## config.mk

```make
export PLATFORM = sky130hd
export DESIGN_NAME = bcsd_core
export DESIGN_NICKNAME = d
export VERILOG_FILES = /design/src/bcsd_pkg.sv /design/src/bcsd_core.sv /design/src/bcsd_stack.sv
export SDC_FILE = /design/constraint.sdc
export NUM_CORES = 1
export LEC_CHECK = 0
export ABC_CLOCK_PERIOD_IN_PS = 11800
export BUFFER_PORTS_ARGS = -buffer_cell sky130_fd_sc_hd__buf_4
export CAP_MARGIN = 20
export CORE_MARGIN = 10
export CORE_UTILIZATION = 60
export CTS_CLUSTER_DIAMETER = 200
export CTS_CLUSTER_SIZE = 16
export DETAILED_ROUTE_END_ITERATION = 16
export PLACE_DENSITY = 0.74
export SYNTH_ARGS = -nofsm -noshare
export SYNTH_HDL_FRONTEND = slang
export SYNTH_HIERARCHICAL = 1
export SYNTH_SLANG_ARGS = --single-unit
```

## constraint.sdc

```tcl
create_clock -name clock_i -period 11.8 [get_ports clock_i]
set_clock_uncertainty 0.1 [all_clocks]
set_input_delay 2.36 -clock clock_i [delete_from_list [all_inputs] [get_ports clock_i]]
set_output_delay 2.36 -clock clock_i [all_outputs]
set_load 0.01 [all_outputs]
```

## src/bcsd_pkg.sv

```systemverilog
package bcsd_pkg;

  // ****************************************
  // widths
  // ****************************************
  localparam int PC_W = 16;
  localparam int DATA_W = 8;

  // ****************************************
  // status flag positions
  // ****************************************
  localparam int FLAG_C = 0;
  localparam int FLAG_Z = 1;
  localparam int FLAG_N = 2;
  localparam int FLAG_V = 3;
  localparam int FLAG_S = 4;
  localparam int FLAG_H = 5;

  // ****************************************
  // reset values
  // ****************************************
  localparam logic [15:0] PC_RST = 16'h0000;
  localparam logic [7:0] FLAGS_RST = 8'h00;
  localparam logic [15:0] SP_RST = 16'h007f;

  // ****************************************
  // cycle counts
  // ****************************************
  localparam logic [2:0] CYC_ONE = 3'h1;
  localparam logic [2:0] CYC_TWO = 3'h2;
  localparam logic [2:0] CYC_THREE = 3'h3;
  localparam logic [2:0] CYC_FOUR = 3'h4;

  // ****************************************
  // pc step sizes in words
  // ****************************************
  localparam logic [15:0] STEP_ONE = 16'h0001;
  localparam logic [15:0] STEP_TWO = 16'h0002;
  localparam logic [15:0] STEP_THREE = 16'h0003;

  // ****************************************
  // operation codes presented by fetch
  // ****************************************
  typedef enum logic [3:0] {
    test_zero_minus_op = 4'h0,
    pointer_jump_op = 4'h1,
    pointer_call_op = 4'h2,
    compare_skip_equal_op = 4'h3,
    compare_immediate_op = 4'h4,
    skip_bit_clear_op = 4'h5,
    skip_bit_set_op = 4'h6,
    branch_flag_set_op = 4'h7,
    branch_flag_clear_op = 4'h8,
    branch_equal_op = 4'h9,
    branch_carry_clear_op = 4'ha,
    relative_jump_op = 4'hb,
    subroutine_return_op = 4'hc
  } bcsd_op_type;

endpackage : bcsd_pkg

```

## src/bcsd_core.sv

```systemverilog
// Summary of operation
// RULE1: test ANDs a register with itself, sets Z, N and V (V cleared) in one cycle.
// RULE2: pointer jump loads pc from Z in two cycles, flags untouched.
// RULE3: pointer call pushes the return address, loads pc from Z, three cycles, no flags.
// RULE4: compare-skip skips the next instruction when the registers are equal, 1/2/3 cycles.
// RULE5: compare-immediate subtracts a constant without storing, sets Z,N,V,C,H in one cycle.
// RULE6: skip-bit-clear skips the next instruction when the chosen bit is zero.
// RULE7: skip-bit-set skips the next instruction when the chosen bit is one.
// RULE8: branch-flag-set jumps to pc+k+1 when the chosen flag is one, 1 or 2 cycles.
// RULE9: branch-flag-clear jumps to pc+k+1 when the chosen flag is zero, no flag change.
// RULE10: branch-equal jumps only when Z is one, else falls through.
// RULE11: branch-carry-clear jumps only when C is zero, no flag change.
// RULE12: relative jump adds k+1 to pc in two cycles, no flag change.
// RULE13: return pops pc from the stack in four cycles, flags unchanged.
`timescale 1ns/1ns
`default_nettype none
module bcsd_core (
  // clock and reset
  input wire logic clock_i,
  input wire logic rst_n_i,
  // instruction from fetch
  input wire logic issue_i,
  input wire logic [3:0] op_i,
  input wire logic [7:0] rd_val_i,
  input wire logic [7:0] rr_val_i,
  input wire logic [7:0] imm_i,
  input wire logic [2:0] sel_i,
  input wire logic [11:0] offset_i,
  input wire logic next_long_i,
  input wire logic [15:0] z_ptr_i,
  // state outputs
  output logic busy_o,
  output logic done_o,
  output logic [15:0] pc_o,
  output logic [7:0] status_flags_o,
  output logic [15:0] sp_o,
  output logic [2:0] cycles_o
);

  // ****************************************
  // helpers
  // ****************************************
  function automatic logic [15:0] rel_target(input logic [15:0] pc, input logic [11:0] k);
    rel_target = pc + {{4{k[11]}}, k} + bcsd_pkg::STEP_ONE;
  endfunction : rel_target

  function automatic logic [15:0] skip_step(input logic take, input logic long_next);
    if (!take)
      skip_step = bcsd_pkg::STEP_ONE;
    else if (long_next)
      skip_step = bcsd_pkg::STEP_THREE;
    else
      skip_step = bcsd_pkg::STEP_TWO;
  endfunction : skip_step

  function automatic logic [2:0] skip_cycles(input logic take, input logic long_next);
    if (!take)
      skip_cycles = bcsd_pkg::CYC_ONE;
    else if (long_next)
      skip_cycles = bcsd_pkg::CYC_THREE;
    else
      skip_cycles = bcsd_pkg::CYC_TWO;
  endfunction : skip_cycles

  // ****************************************
  // state
  // ****************************************
  typedef enum logic [2:0] {IDLE, WAIT, PUSH_HI, POP_LO, POP_HI} bcsd_state_type;

  bcsd_state_type state_ff, nxt_state;
  logic [15:0] pc_ff, nxt_pc;
  logic [15:0] pc_pend_ff, nxt_pc_pend;
  logic [7:0] flags_ff, nxt_flags;
  logic [15:0] sp_ff, nxt_sp;
  logic [2:0] wait_ff, nxt_wait;
  logic [2:0] cyc_ff, nxt_cyc;
  logic done_ff, nxt_done;
  logic [7:0] pop_lo_ff, nxt_pop_lo;
  logic [15:0] ret_addr_ff, nxt_ret_addr;

  logic st_wr;
  logic [6:0] st_waddr;
  logic [7:0] st_wdata;
  logic [6:0] st_raddr;
  logic [7:0] st_rdata;

  bcsd_stack u_stack (
    .clock_i(clock_i),
    .rst_n_i(rst_n_i),
    .wr_en_i(st_wr),
    .wr_addr_i(st_waddr),
    .wr_data_i(st_wdata),
    .rd_addr_i(st_raddr),
    .rd_data_o(st_rdata)
  );

  logic [8:0] diff;
  logic [4:0] hdiff;
  logic [7:0] tst_res;
  logic cond;

  // ****************************************
  // next state
  // ****************************************
  always_comb
  begin
    nxt_state = state_ff;
    nxt_pc = pc_ff;
    nxt_pc_pend = pc_pend_ff;
    nxt_flags = flags_ff;
    nxt_sp = sp_ff;
    nxt_wait = wait_ff;
    nxt_cyc = cyc_ff;
    nxt_done = 1'b0;
    nxt_pop_lo = pop_lo_ff;
    nxt_ret_addr = ret_addr_ff;
    st_wr = 1'b0;
    st_waddr = sp_ff[6:0];
    st_wdata = 8'h00;
    st_raddr = sp_ff[6:0];
    diff = {1'b0, rd_val_i} - {1'b0, imm_i};
    hdiff = {1'b0, rd_val_i[3:0]} - {1'b0, imm_i[3:0]};
    tst_res = rd_val_i & rd_val_i;
    cond = 1'b0;
    case (state_ff)
      IDLE:
      begin
        if (issue_i)
        begin
          nxt_cyc = bcsd_pkg::CYC_ONE;
          nxt_pc = pc_ff + bcsd_pkg::STEP_ONE;
          case (op_i)
            bcsd_pkg::test_zero_minus_op:
            begin
              nxt_flags[bcsd_pkg::FLAG_Z] = (tst_res == 8'h00); // [RULE1]
              nxt_flags[bcsd_pkg::FLAG_N] = tst_res[7]; // [RULE1]
              nxt_flags[bcsd_pkg::FLAG_V] = 1'b0; // [RULE1]
              nxt_flags[bcsd_pkg::FLAG_S] = tst_res[7];
              nxt_done = 1'b1;
            end
            bcsd_pkg::compare_immediate_op:
            begin
              // flags only; the difference is never written back
              nxt_flags[bcsd_pkg::FLAG_Z] = (diff[7:0] == 8'h00); // [RULE5]
              nxt_flags[bcsd_pkg::FLAG_N] = diff[7]; // [RULE5]
              nxt_flags[bcsd_pkg::FLAG_V] = (rd_val_i[7] ^ imm_i[7]) & (rd_val_i[7] ^ diff[7]); // [RULE5]
              nxt_flags[bcsd_pkg::FLAG_C] = diff[8]; // [RULE5]
              nxt_flags[bcsd_pkg::FLAG_H] = hdiff[4]; // [RULE5]
              nxt_flags[bcsd_pkg::FLAG_S] = diff[7] ^
                ((rd_val_i[7] ^ imm_i[7]) & (rd_val_i[7] ^ diff[7]));
              nxt_done = 1'b1;
            end
            bcsd_pkg::pointer_jump_op:
            begin
              nxt_pc_pend = z_ptr_i; // [RULE2]
              nxt_cyc = bcsd_pkg::CYC_TWO; // [RULE2]
            end
            bcsd_pkg::pointer_call_op:
            begin
              // low byte pushed now, high byte next cycle
              st_wr = 1'b1; // [RULE3]
              st_wdata = nxt_pc[7:0];
              nxt_ret_addr = nxt_pc;
              nxt_sp = sp_ff - bcsd_pkg::STEP_ONE;
              nxt_pc_pend = z_ptr_i; // [RULE3]
              nxt_cyc = bcsd_pkg::CYC_THREE; // [RULE3]
            end
            bcsd_pkg::subroutine_return_op:
            begin
              nxt_sp = sp_ff + bcsd_pkg::STEP_ONE; // [RULE13]
              nxt_cyc = bcsd_pkg::CYC_FOUR; // [RULE13]
            end
            bcsd_pkg::relative_jump_op:
            begin
              nxt_pc_pend = rel_target(pc_ff, offset_i); // [RULE12]
              nxt_cyc = bcsd_pkg::CYC_TWO; // [RULE12]
            end
            bcsd_pkg::compare_skip_equal_op,
            bcsd_pkg::skip_bit_clear_op,
            bcsd_pkg::skip_bit_set_op:
            begin
              if (op_i == bcsd_pkg::compare_skip_equal_op)
                cond = (rd_val_i == rr_val_i); // [RULE4]
              else if (op_i == bcsd_pkg::skip_bit_clear_op)
                cond = !rr_val_i[sel_i]; // [RULE6]
              else
                cond = rr_val_i[sel_i]; // [RULE7]
              nxt_pc_pend = pc_ff + skip_step(cond, next_long_i); // [RULE4] [RULE6] [RULE7]
              nxt_cyc = skip_cycles(cond, next_long_i); // [RULE4]
            end
            bcsd_pkg::branch_flag_set_op,
            bcsd_pkg::branch_flag_clear_op,
            bcsd_pkg::branch_equal_op,
            bcsd_pkg::branch_carry_clear_op:
            begin
              if (op_i == bcsd_pkg::branch_flag_set_op)
                cond = flags_ff[sel_i]; // [RULE8]
              else if (op_i == bcsd_pkg::branch_flag_clear_op)
                cond = !flags_ff[sel_i]; // [RULE9]
              else if (op_i == bcsd_pkg::branch_equal_op)
                cond = flags_ff[bcsd_pkg::FLAG_Z]; // [RULE10]
              else
                cond = !flags_ff[bcsd_pkg::FLAG_C]; // [RULE11]
              nxt_pc_pend = cond ? rel_target(pc_ff, offset_i) : nxt_pc; // [RULE8] [RULE9]
              nxt_cyc = cond ? bcsd_pkg::CYC_TWO : bcsd_pkg::CYC_ONE; // [RULE8]
            end
            default:
            begin
              nxt_done = 1'b1;
            end
          endcase
          // multi-cycle ops finish in WAIT so pc moves on the last cycle
          if (!nxt_done)
          begin
            if (nxt_cyc == bcsd_pkg::CYC_ONE)
            begin
              nxt_pc = nxt_pc_pend;
              nxt_done = 1'b1;
            end
            else if (op_i == bcsd_pkg::pointer_call_op)
              nxt_state = PUSH_HI;
            else if (op_i == bcsd_pkg::subroutine_return_op)
              nxt_state = POP_LO;
            else
            begin
              nxt_wait = nxt_cyc - bcsd_pkg::CYC_ONE;
              nxt_state = WAIT;
            end
          end
        end
      end
      PUSH_HI:
      begin
        st_wr = 1'b1;
        st_wdata = ret_addr_ff[15:8];
        nxt_sp = sp_ff - bcsd_pkg::STEP_ONE;
        nxt_wait = bcsd_pkg::CYC_ONE;
        nxt_state = WAIT;
      end
      POP_LO:
      begin
        // read data lands a cycle later, so pops are spaced out
        nxt_sp = sp_ff + bcsd_pkg::STEP_ONE;
        nxt_state = POP_HI;
      end
      POP_HI:
      begin
        // first byte back is the high byte, pushed last by the call
        nxt_pop_lo = st_rdata;
        nxt_state = WAIT;
        nxt_wait = bcsd_pkg::CYC_ONE;
      end
      WAIT:
      begin
        if (wait_ff == bcsd_pkg::CYC_ONE)
        begin
          nxt_pc = (cyc_ff == bcsd_pkg::CYC_FOUR) ? {pop_lo_ff, st_rdata} : pc_pend_ff; // [RULE13]
          nxt_done = 1'b1;
          nxt_state = IDLE;
        end
        else
          nxt_wait = wait_ff - bcsd_pkg::CYC_ONE;
      end
      default:
      begin
        nxt_state = IDLE;
      end
    endcase
  end

  always_ff @(posedge clock_i)
  begin
    if (!rst_n_i)
    begin
      state_ff <= IDLE;
      pc_ff <= bcsd_pkg::PC_RST;
      pc_pend_ff <= bcsd_pkg::PC_RST;
      flags_ff <= bcsd_pkg::FLAGS_RST;
      sp_ff <= bcsd_pkg::SP_RST;
      wait_ff <= 3'h0;
      cyc_ff <= 3'h0;
      done_ff <= 1'b0;
      pop_lo_ff <= 8'h00;
      ret_addr_ff <= 16'h0000;
    end
    else
    begin
      state_ff <= nxt_state;
      pc_ff <= nxt_pc;
      pc_pend_ff <= nxt_pc_pend;
      flags_ff <= nxt_flags;
      sp_ff <= nxt_sp;
      wait_ff <= nxt_wait;
      cyc_ff <= nxt_cyc;
      done_ff <= nxt_done;
      pop_lo_ff <= nxt_pop_lo;
      ret_addr_ff <= nxt_ret_addr;
    end
  end

  // ****************************************
  // outputs
  // ****************************************
  logic busy_ff;
  always_ff @(posedge clock_i)
  begin
    if (!rst_n_i)
      busy_ff <= 1'b0;
    else
      busy_ff <= (nxt_state != IDLE);
  end

  assign busy_o = busy_ff;
  assign done_o = done_ff;
  assign pc_o = pc_ff;
  assign status_flags_o = flags_ff;
  assign sp_o = sp_ff;
  assign cycles_o = cyc_ff;

endmodule : bcsd_core
`default_nettype wire

```

## src/bcsd_stack.sv

```systemverilog
`timescale 1ns/1ns
`default_nettype none
module bcsd_stack (
  // clock and reset
  input wire logic clock_i,
  input wire logic rst_n_i,
  // write port
  input wire logic wr_en_i,
  input wire logic [6:0] wr_addr_i,
  input wire logic [7:0] wr_data_i,
  // read port
  input wire logic [6:0] rd_addr_i,
  output logic [7:0] rd_data_o
);

  logic [7:0] mem [0:127];
  logic [7:0] rd_data_ff;
  logic [7:0] nxt_rd_data;

  always_comb
  begin
    nxt_rd_data = mem[rd_addr_i];
  end

  // memory array has no reset; contents are defined by pushes
  always_ff @(posedge clock_i)
  begin
    if (wr_en_i)
    begin
      mem[wr_addr_i] <= wr_data_i;
    end
  end

  always_ff @(posedge clock_i)
  begin
    if (!rst_n_i)
    begin
      rd_data_ff <= 8'h00;
    end
    else
    begin
      rd_data_ff <= nxt_rd_data;
    end
  end

  assign rd_data_o = rd_data_ff;

endmodule : bcsd_stack
`default_nettype wire
```

==> results of run 1 <==
## critical path: stages
cell and delay (ns):
buf_4 0.19, inv_1 0.20, nand2_1 0.15, or4_1 0.80, nand2b_1 0.43, nor2b_1 0.31
nand2_1 0.79, nor2_1 0.88
## metrics by stage
step                      cells  setup slack [ns]  util, %
after global placement     3956             5.258    62.85
after CTS                  4065             5.783    65.72
after detailed placement   3958             5.063    62.89
after global routing       4073             5.576    65.87
final                      4073             5.831    65.87
after floorplan            2940             2.060        -
## cell usage in the layout, fill, tap and decap left out, types with 28 or more instances in the layout
cell,instances
xnor2_1,44
a21oi_1,92
o21ai_0,66
o22ai_1,28
mux2i_1,200
nor2_1,196
nand3_1,59
clkbuf_16,81
nand2_1,167
edfxtp_1,1024
ha_1,32
buf_4,151
dfxtp_1,84
a22oi_1,78
nor3_1,44
inv_1,39
mux4_2,176
o221ai_1,29
## worst max path at each step
stage / to / slack, ns / cells after the start
after floorplan: u_stack/mem[0][7] / 2.06 / 6
after global placement: u_stack/mem[117][3] / 5.26 / 8
after detailed placement: u_stack/mem[93][5] / 5.06 / 8
after CTS: u_stack/mem[5][0] / 5.78 / 8
after global routing: pc_o[6] / 5.58 / 13
final: u_stack/mem[33][5] / 5.83 / 8
## power groups by stage
| stage | Sequential, mW | Combinational, mW | Clock, mW |
|---|---|---|---|
| final | 4.33 | 0.551 | 2.53 |
| after global routing | 4.33 | 0.591 | 2.71 |
| after detailed placement | 4.41 | 0.542 | 0 |
| after CTS | 4.33 | 0.545 | 2.57 |
| after floorplan | 4.39 | 0.404 | 0 |
| after global placement | 4.41 | 0.533 | 0 |
## cell families (layout without fill, tap and decap cells)
logic type               count (synthesis)  after routing  share of synthesized area (%)
AND/OR/NAND/NOR                        631            631                          6.344
multiplexers                           386            386                          12.90
other                                    1              2                       0.007959
buffers and inverters                  216            309                          2.294
adder cells (fa/ha/maj)                 36             36                          1.020
flip-flops                            1113           1113                          69.04
AO/OA/AOI/OAI                          491            491                          7.186
XOR/XNOR                                65             65                          1.208
## layer usage
layer | vias to the layer above | GRT usage, %
met5 | - | 0
met4 | 2 | 8.050
met3 | 239 | 5.440
met2 | 1659 | 42.07
met1 | 14040 | 36.83
li1 | 11720 | -
## sequential cells by signal (all words and copies together) (netlist names)
register and flops:
ret_addr_ff 8, busy_o 1, wait_ff 3, u_stack/mem 1024, done_o 1, status_flags_o 6, pc_o 16, sp_o 16
pc_pend_ff 16, state_ff 3, cycles_o 3, u_stack/rd_data_o 8, pop_lo_ff 8
## area by class of cell
| cell class | count | area (um2) |
|---|---|---|
| inverters | 40 | 150.1 |
| repair buffers | 162 | 1314 |
| fillers | 5341 | 26480 |
| clock buffers | 101 | 2102 |
| multi-input cells | 1611 | 13600 |
| well taps | 1040 | 1301 |
| clock inverters | 6 | 92.59 |
| flip-flops and latches | 1113 | 32550 |
==> summary.md, run 1 <==
| Metric | Value |
|---|---|
| Outcome | finished clean |
| Number of synthesized flops with an enable pin | 1024 |
| First-pass GRT wire length | between 150 and 200 mm |
| Pleak | 17.70 nW |
| Hold Slack | about 0.37 ns |
| Yosys warns | 6 |
| CP Max Fanout | 21 |
| Vias per Instance | 6.791 |
| Reg2reg start | state_ff[0] |
| Met2 WL | 57.31 mm |
| Die Ht | ~300 um |
| Antenna Cells | 0 |
| Total GRT Usage | 26.48% |
| Int Power | 5.753 mW |
| FF-to-FF setup slack | between 6 and 7 ns |
| R2r endpoint | u_stack/mem[33][5] |
| Setup CP Type | in2reg |
| Worst setup EP type | register |
| Nets | 3106 |
| Cell Area, Placed | 48800 um2 |
| Die Span X | 300.2 um |
| DIE AREA | approximately 90000 um2 |
| Final period util | 50.58% |
| DR vias | 27.66k |
| Worst Reg-to-Reg Cells | 7 |
| Initial antenna violation count | 1 |
| Post-cts resize count | 0 |
| # DRC | 0 |
| FP Rows | around 100 |
| CP Launch Point | op_i[2] |
| Worst relative slew slack | 18.37% |
| Wl on met1 | 47.05 mm |
| Clk buf depth | 3 |
| Hold EP | pc_pend_ff[1] |
| Switching share of power | between 20% and 30% |
| Initial core utilization | between 60% and 70% |
| Post-Route WL | 120.8 mm |
| Synth cell count leaders | edfxtp_1, mux2i_1, nor2_1 |
| Clk root buf | clkbuf_16 |
| Ys async rst share | 0% |
| Min cycle time layout | between 5 and 6 ns |
| Part of the power in the clock network | 34.1% |
| Top sig layer | met5 |
| Max-Cap Viols | 0 |
| Post-CTS Setup Repair Bufs | 0 |
| Post-synth top area share | 65.26% |
| Crit start category | primary input |
| Register area share after synthesis | slightly below 70% |
| Total gr overflow | 0 |
| FF+latch count, synth | 1113 |
| Worst Hold Class | reg2reg |
| CTS Buf Count | 79 |
| Final Max Slew Viols | 0 |
| Final Total Pwr | 7.405 mW |
| Boundary Pins | 108 |
| Worst EP arrival | slightly above 6 ns |
| P_sw | 1.652 mW |
| Post-Syn Instances | 2939 |
| CTS tree | done |
| Final hold violations | 0 |
| Most used standard cell by instance count after synthesis | edfxtp_1 |
| Pwr dens | between 100 and 150 nW/um2 |
| Vias in the first global route | 27.04k |
| Area leader, netlist | edfxtp_1 |
| Clock transition at the registers of the reported paths | 0.08 ns |
| RSZ-0062 raised after global routing | no |
| Final setup vio count | 0 |
| Clock Sinks | ~1.1k |
| Largest net degree at the start of global routing | 126 |
| DR iter-0 viols | 3560 |
| Synth area leaders | edfxtp_1, mux4_2, mux2i_1, dfxtp_1, nor2_1 |
| Detailed Place HPWL | ~77 mm |
| Share of cells above drive strength 1 | ~16% |
| Hold buffers post-CTS | 0 |
| Fmax | approximately 0.17 GHz |
| Measured slew at the worst slew-check pin | around 1.2 ns |
| Met3 wire length | 12.38 mm |
| Worst path required time | between 10 and 15 ns |
| Final setup TNS | 0 ns |
| Port bufs | roughly 110 |
| WL per Instance | a little under 30 um |
| Core outline area | about 78000 um2 |
| Max IR drop VDD | 0.0001512 V |
| Gate power share | 7.4% |
| Hold Crit Depth | 2 |
| Gpl congestion | 0.9386 |
| Critical hold path startpoint | pc_pend_ff[1] |
| Reg power frac | around three fifths |
| H-Tree Depth | 3 |
| Cell variety after synth | 79 |
| Avg Inst Size Synth | 16.03 um2 |
| ANT nets after route | 0 |
| Router iterations before antenna repair | 6 |
| Top_reg_cell synth | edfxtp_1 |
| Post-Syn Area | ~47000 um2 |
| Design Area, Final | 51110 um2 |
| Layout area overhead | 8.473% |
| Worst-Skew Late Latency | 0.65 ns |
Power figures use the tool's default switching activity.
==> inputs of run 2 (changes only) <==
--- a/config.mk
+++ b/config.mk
@@ -5,15 +5,15 @@
 export SDC_FILE = /design/constraint.sdc
 export NUM_CORES = 1
 export LEC_CHECK = 0
-export ABC_CLOCK_PERIOD_IN_PS = 11800
+export ABC_CLOCK_PERIOD_IN_PS = 5000
 export BUFFER_PORTS_ARGS = -buffer_cell sky130_fd_sc_hd__buf_4
 export CAP_MARGIN = 20
 export CORE_MARGIN = 10
-export CORE_UTILIZATION = 60
+export CORE_UTILIZATION = 56
 export CTS_CLUSTER_DIAMETER = 200
 export CTS_CLUSTER_SIZE = 16
 export DETAILED_ROUTE_END_ITERATION = 16
-export PLACE_DENSITY = 0.74
+export PLACE_DENSITY = 0.72
 export SYNTH_ARGS = -nofsm -noshare
 export SYNTH_HDL_FRONTEND = slang
 export SYNTH_HIERARCHICAL = 1
==> constraint.sdc (replaced) <==
create_clock -name clock_i -period 5 [get_ports clock_i]
set_clock_uncertainty 0.1 [all_clocks]
set_input_delay 1 -clock clock_i [delete_from_list [all_inputs] [get_ports clock_i]]
set_output_delay 1 -clock clock_i [all_outputs]
set_load 0.01 [all_outputs]
==> run 2 against run 1 <==
  * Final area increased by 2.9%
  * Combinational power increased by 150%
  * Sequential power grew 140%
  * Clock power is 140% higher
  * Sequential cell count unchanged
  * Final cell count grew 5.3%
  * Critical endpoint is now pc_o[14]
  * Largest cell class unchanged
  * Highest routed layer unchanged
==> summary.md, run 2 (synthesized netlist as in run 1, its figures left out) <==
| Metric | Value |
|---|---|
| Outcome | finished clean |
| RSZ-0062 raised after global routing | no |
| Post-cts resize count | 0 |
| Vias in the first global route | 28.47k |
| Pleak | around 19 nW |
| Setup CP Type | in2reg |
| Multi-input gate area | ~14000 um2 |
| Die Ht | 310.1 um |
| Final Max Slew Viols | 0 |
| Final hold violations | 0 |
| Worst-Skew Late Latency | 0.66 ns |
| Post-Route WL | about 120 mm |
| Boundary Pins | between 100 and 150 |
| Final Total Pwr | 17.52 mW |
| Worst EP arrival | around 4.8 ns |
| Port bufs | between 100 and 150 |
| Gpl congestion | 0.9248 |
| Total GRT Usage | 24.81% |
| Min cycle time layout | 4.363 ns |
| WL per Instance | 27.91 um |
| Nets | 3280 |
| Layout area overhead | 11.66% |
| Detailed Place HPWL | 79.32 mm |
| Clk buf depth | 3 |
| Commonest non-fill, non-tap cell in the layout | edfxtp_1 |
| Max-Cap Viols | 0 |
| Final setup vio count | 0 |
| First-pass GRT wire length | 179.7 mm |
| ANT nets after route | 0 |
| Final period util | 87.26% |
| Worst path required time | roughly 5.5 ns |
| Worst Hold Class | reg2reg |
| # DRC | 0 |
| Initial antenna violation count | 2 |
| Largest register FFs | 1024 |
| Post-CTS Setup Repair Bufs | 0 |
| Antenna Cells | 0 |
| FP Rows | 106 |
| Register area | 32550 um2 |
| Core Util, Final | 62.97% |
| Share of cells above drive strength 1 | 20.09% |
| Initial core utilization | 56.39% |
| Max IR drop VDD | 0.0002682 V |
| Total gr overflow | 0 |
| Largest net degree at the start of global routing | 129 |
| # fillers | 5818 |
| H-Tree Depth | 3 |
| Core outline area | 83560 um2 |
| CP Max Fanout | 4 |
| Clk root buf | clkbuf_16 |
| Clock Sinks | between 1k and 1.5k |
| Measured slew at the worst slew-check pin | approximately 1.0 ns |
| Worst setup EP type | register |
| CTS Buf Count | 79 |
| DIE AREA | around 96000 um2 |
| Pwr dens | about 330 nW/um2 |
| Clock transition at the registers of the reported paths | 0.08 ns |
| CTS tree | done |
| DR iter-0 viols | 3321 |
| Crit start category | primary input |
| Router iterations before antenna repair | 5 |
| Worst relative slew slack | 30.25% |
| Largest Register | u_stack/mem |
| Fmax | 0.2292 GHz |
| Commonest cells after routing, fill and taps aside | edfxtp_1, buf_4, mux2i_1, nor2_1, mux4_2 |
| Hold buffers post-CTS | 0 |
| DR vias | between 20k and 30k |
| Vias per Instance | 6.554 |
| Die Span X | 310.1 um |
-- run 2: final timing paths --
path,startpoint,to,slack (ns),cells past startpoint
setup reg to reg,state_ff[2],u_stack/mem[110][2],1.14,7
hold / removal,pc_pend_ff[1],pc_pend_ff[1],0.37,2
hold reg to reg,pc_pend_ff[1],pc_pend_ff[1],0.37,2
setup / recovery,sel_i[0],pc_o[14],0.64,16
-- run 2: power breakdown --
group | switching, mW | internal [mW]
registers | 0.128 | 10.1
clock network | 2.98 | 2.97
logic | 0.788 | 0.572
-- run 2: layout make-up --
type                       instances  area share, %
sequential                      1113          61.86
multi-input combinational       1611          25.87
timing repair buffer             336          5.220
clock buffer                     104          4.017
tap                             1080          2.568
inverter                          40         0.2854
clock inverter                     6         0.1712
-- run 2: per-stage QoR --
stage	TNS [ns]	hold slack, ns	worst slack [ns]	std cells	area (um2)
floorplan	-608.15	0.3347	-1.191	2940	47150
detailed placement	0	0.3474	0.1116	4179	50380
global route	0	0.3954	0.4587	4290	52610
finish	0	0.3693	0.6371	4290	52610
CTS	0	0.3590	0.7841	4289	52580
global placement	0	0.3499	0.1714	4178	50370
-- run 2: metal layers --
metal | global-route usage (%) | vias to the layer above | wire length [um]
li1 | - | 12090 | -
met1 | 33.69 | 14280 | 46550
met5 | 0 | - | 25
met4 | 8.466 | 4 | 3952
met3 | 4.683 | 226 | 11840
met2 | 40.24 | 1516 | 57370
-- run 2: worst max-delay path, cell delays in order --
cell and delay (ns):
buf_4 0.12, mux4_2 0.50, mux2i_1 0.26, mux2_2 0.38, a211oi_1 0.33, or2_1 0.18
ha_1 0.18, inv_1 0.06, fa_1 0.42, buf_4 0.18, nor4_1 0.38, xnor2_1 0.17
o221ai_1 0.12, a21oi_1 0.23, a31oi_1 0.11, a21o_1 0.18
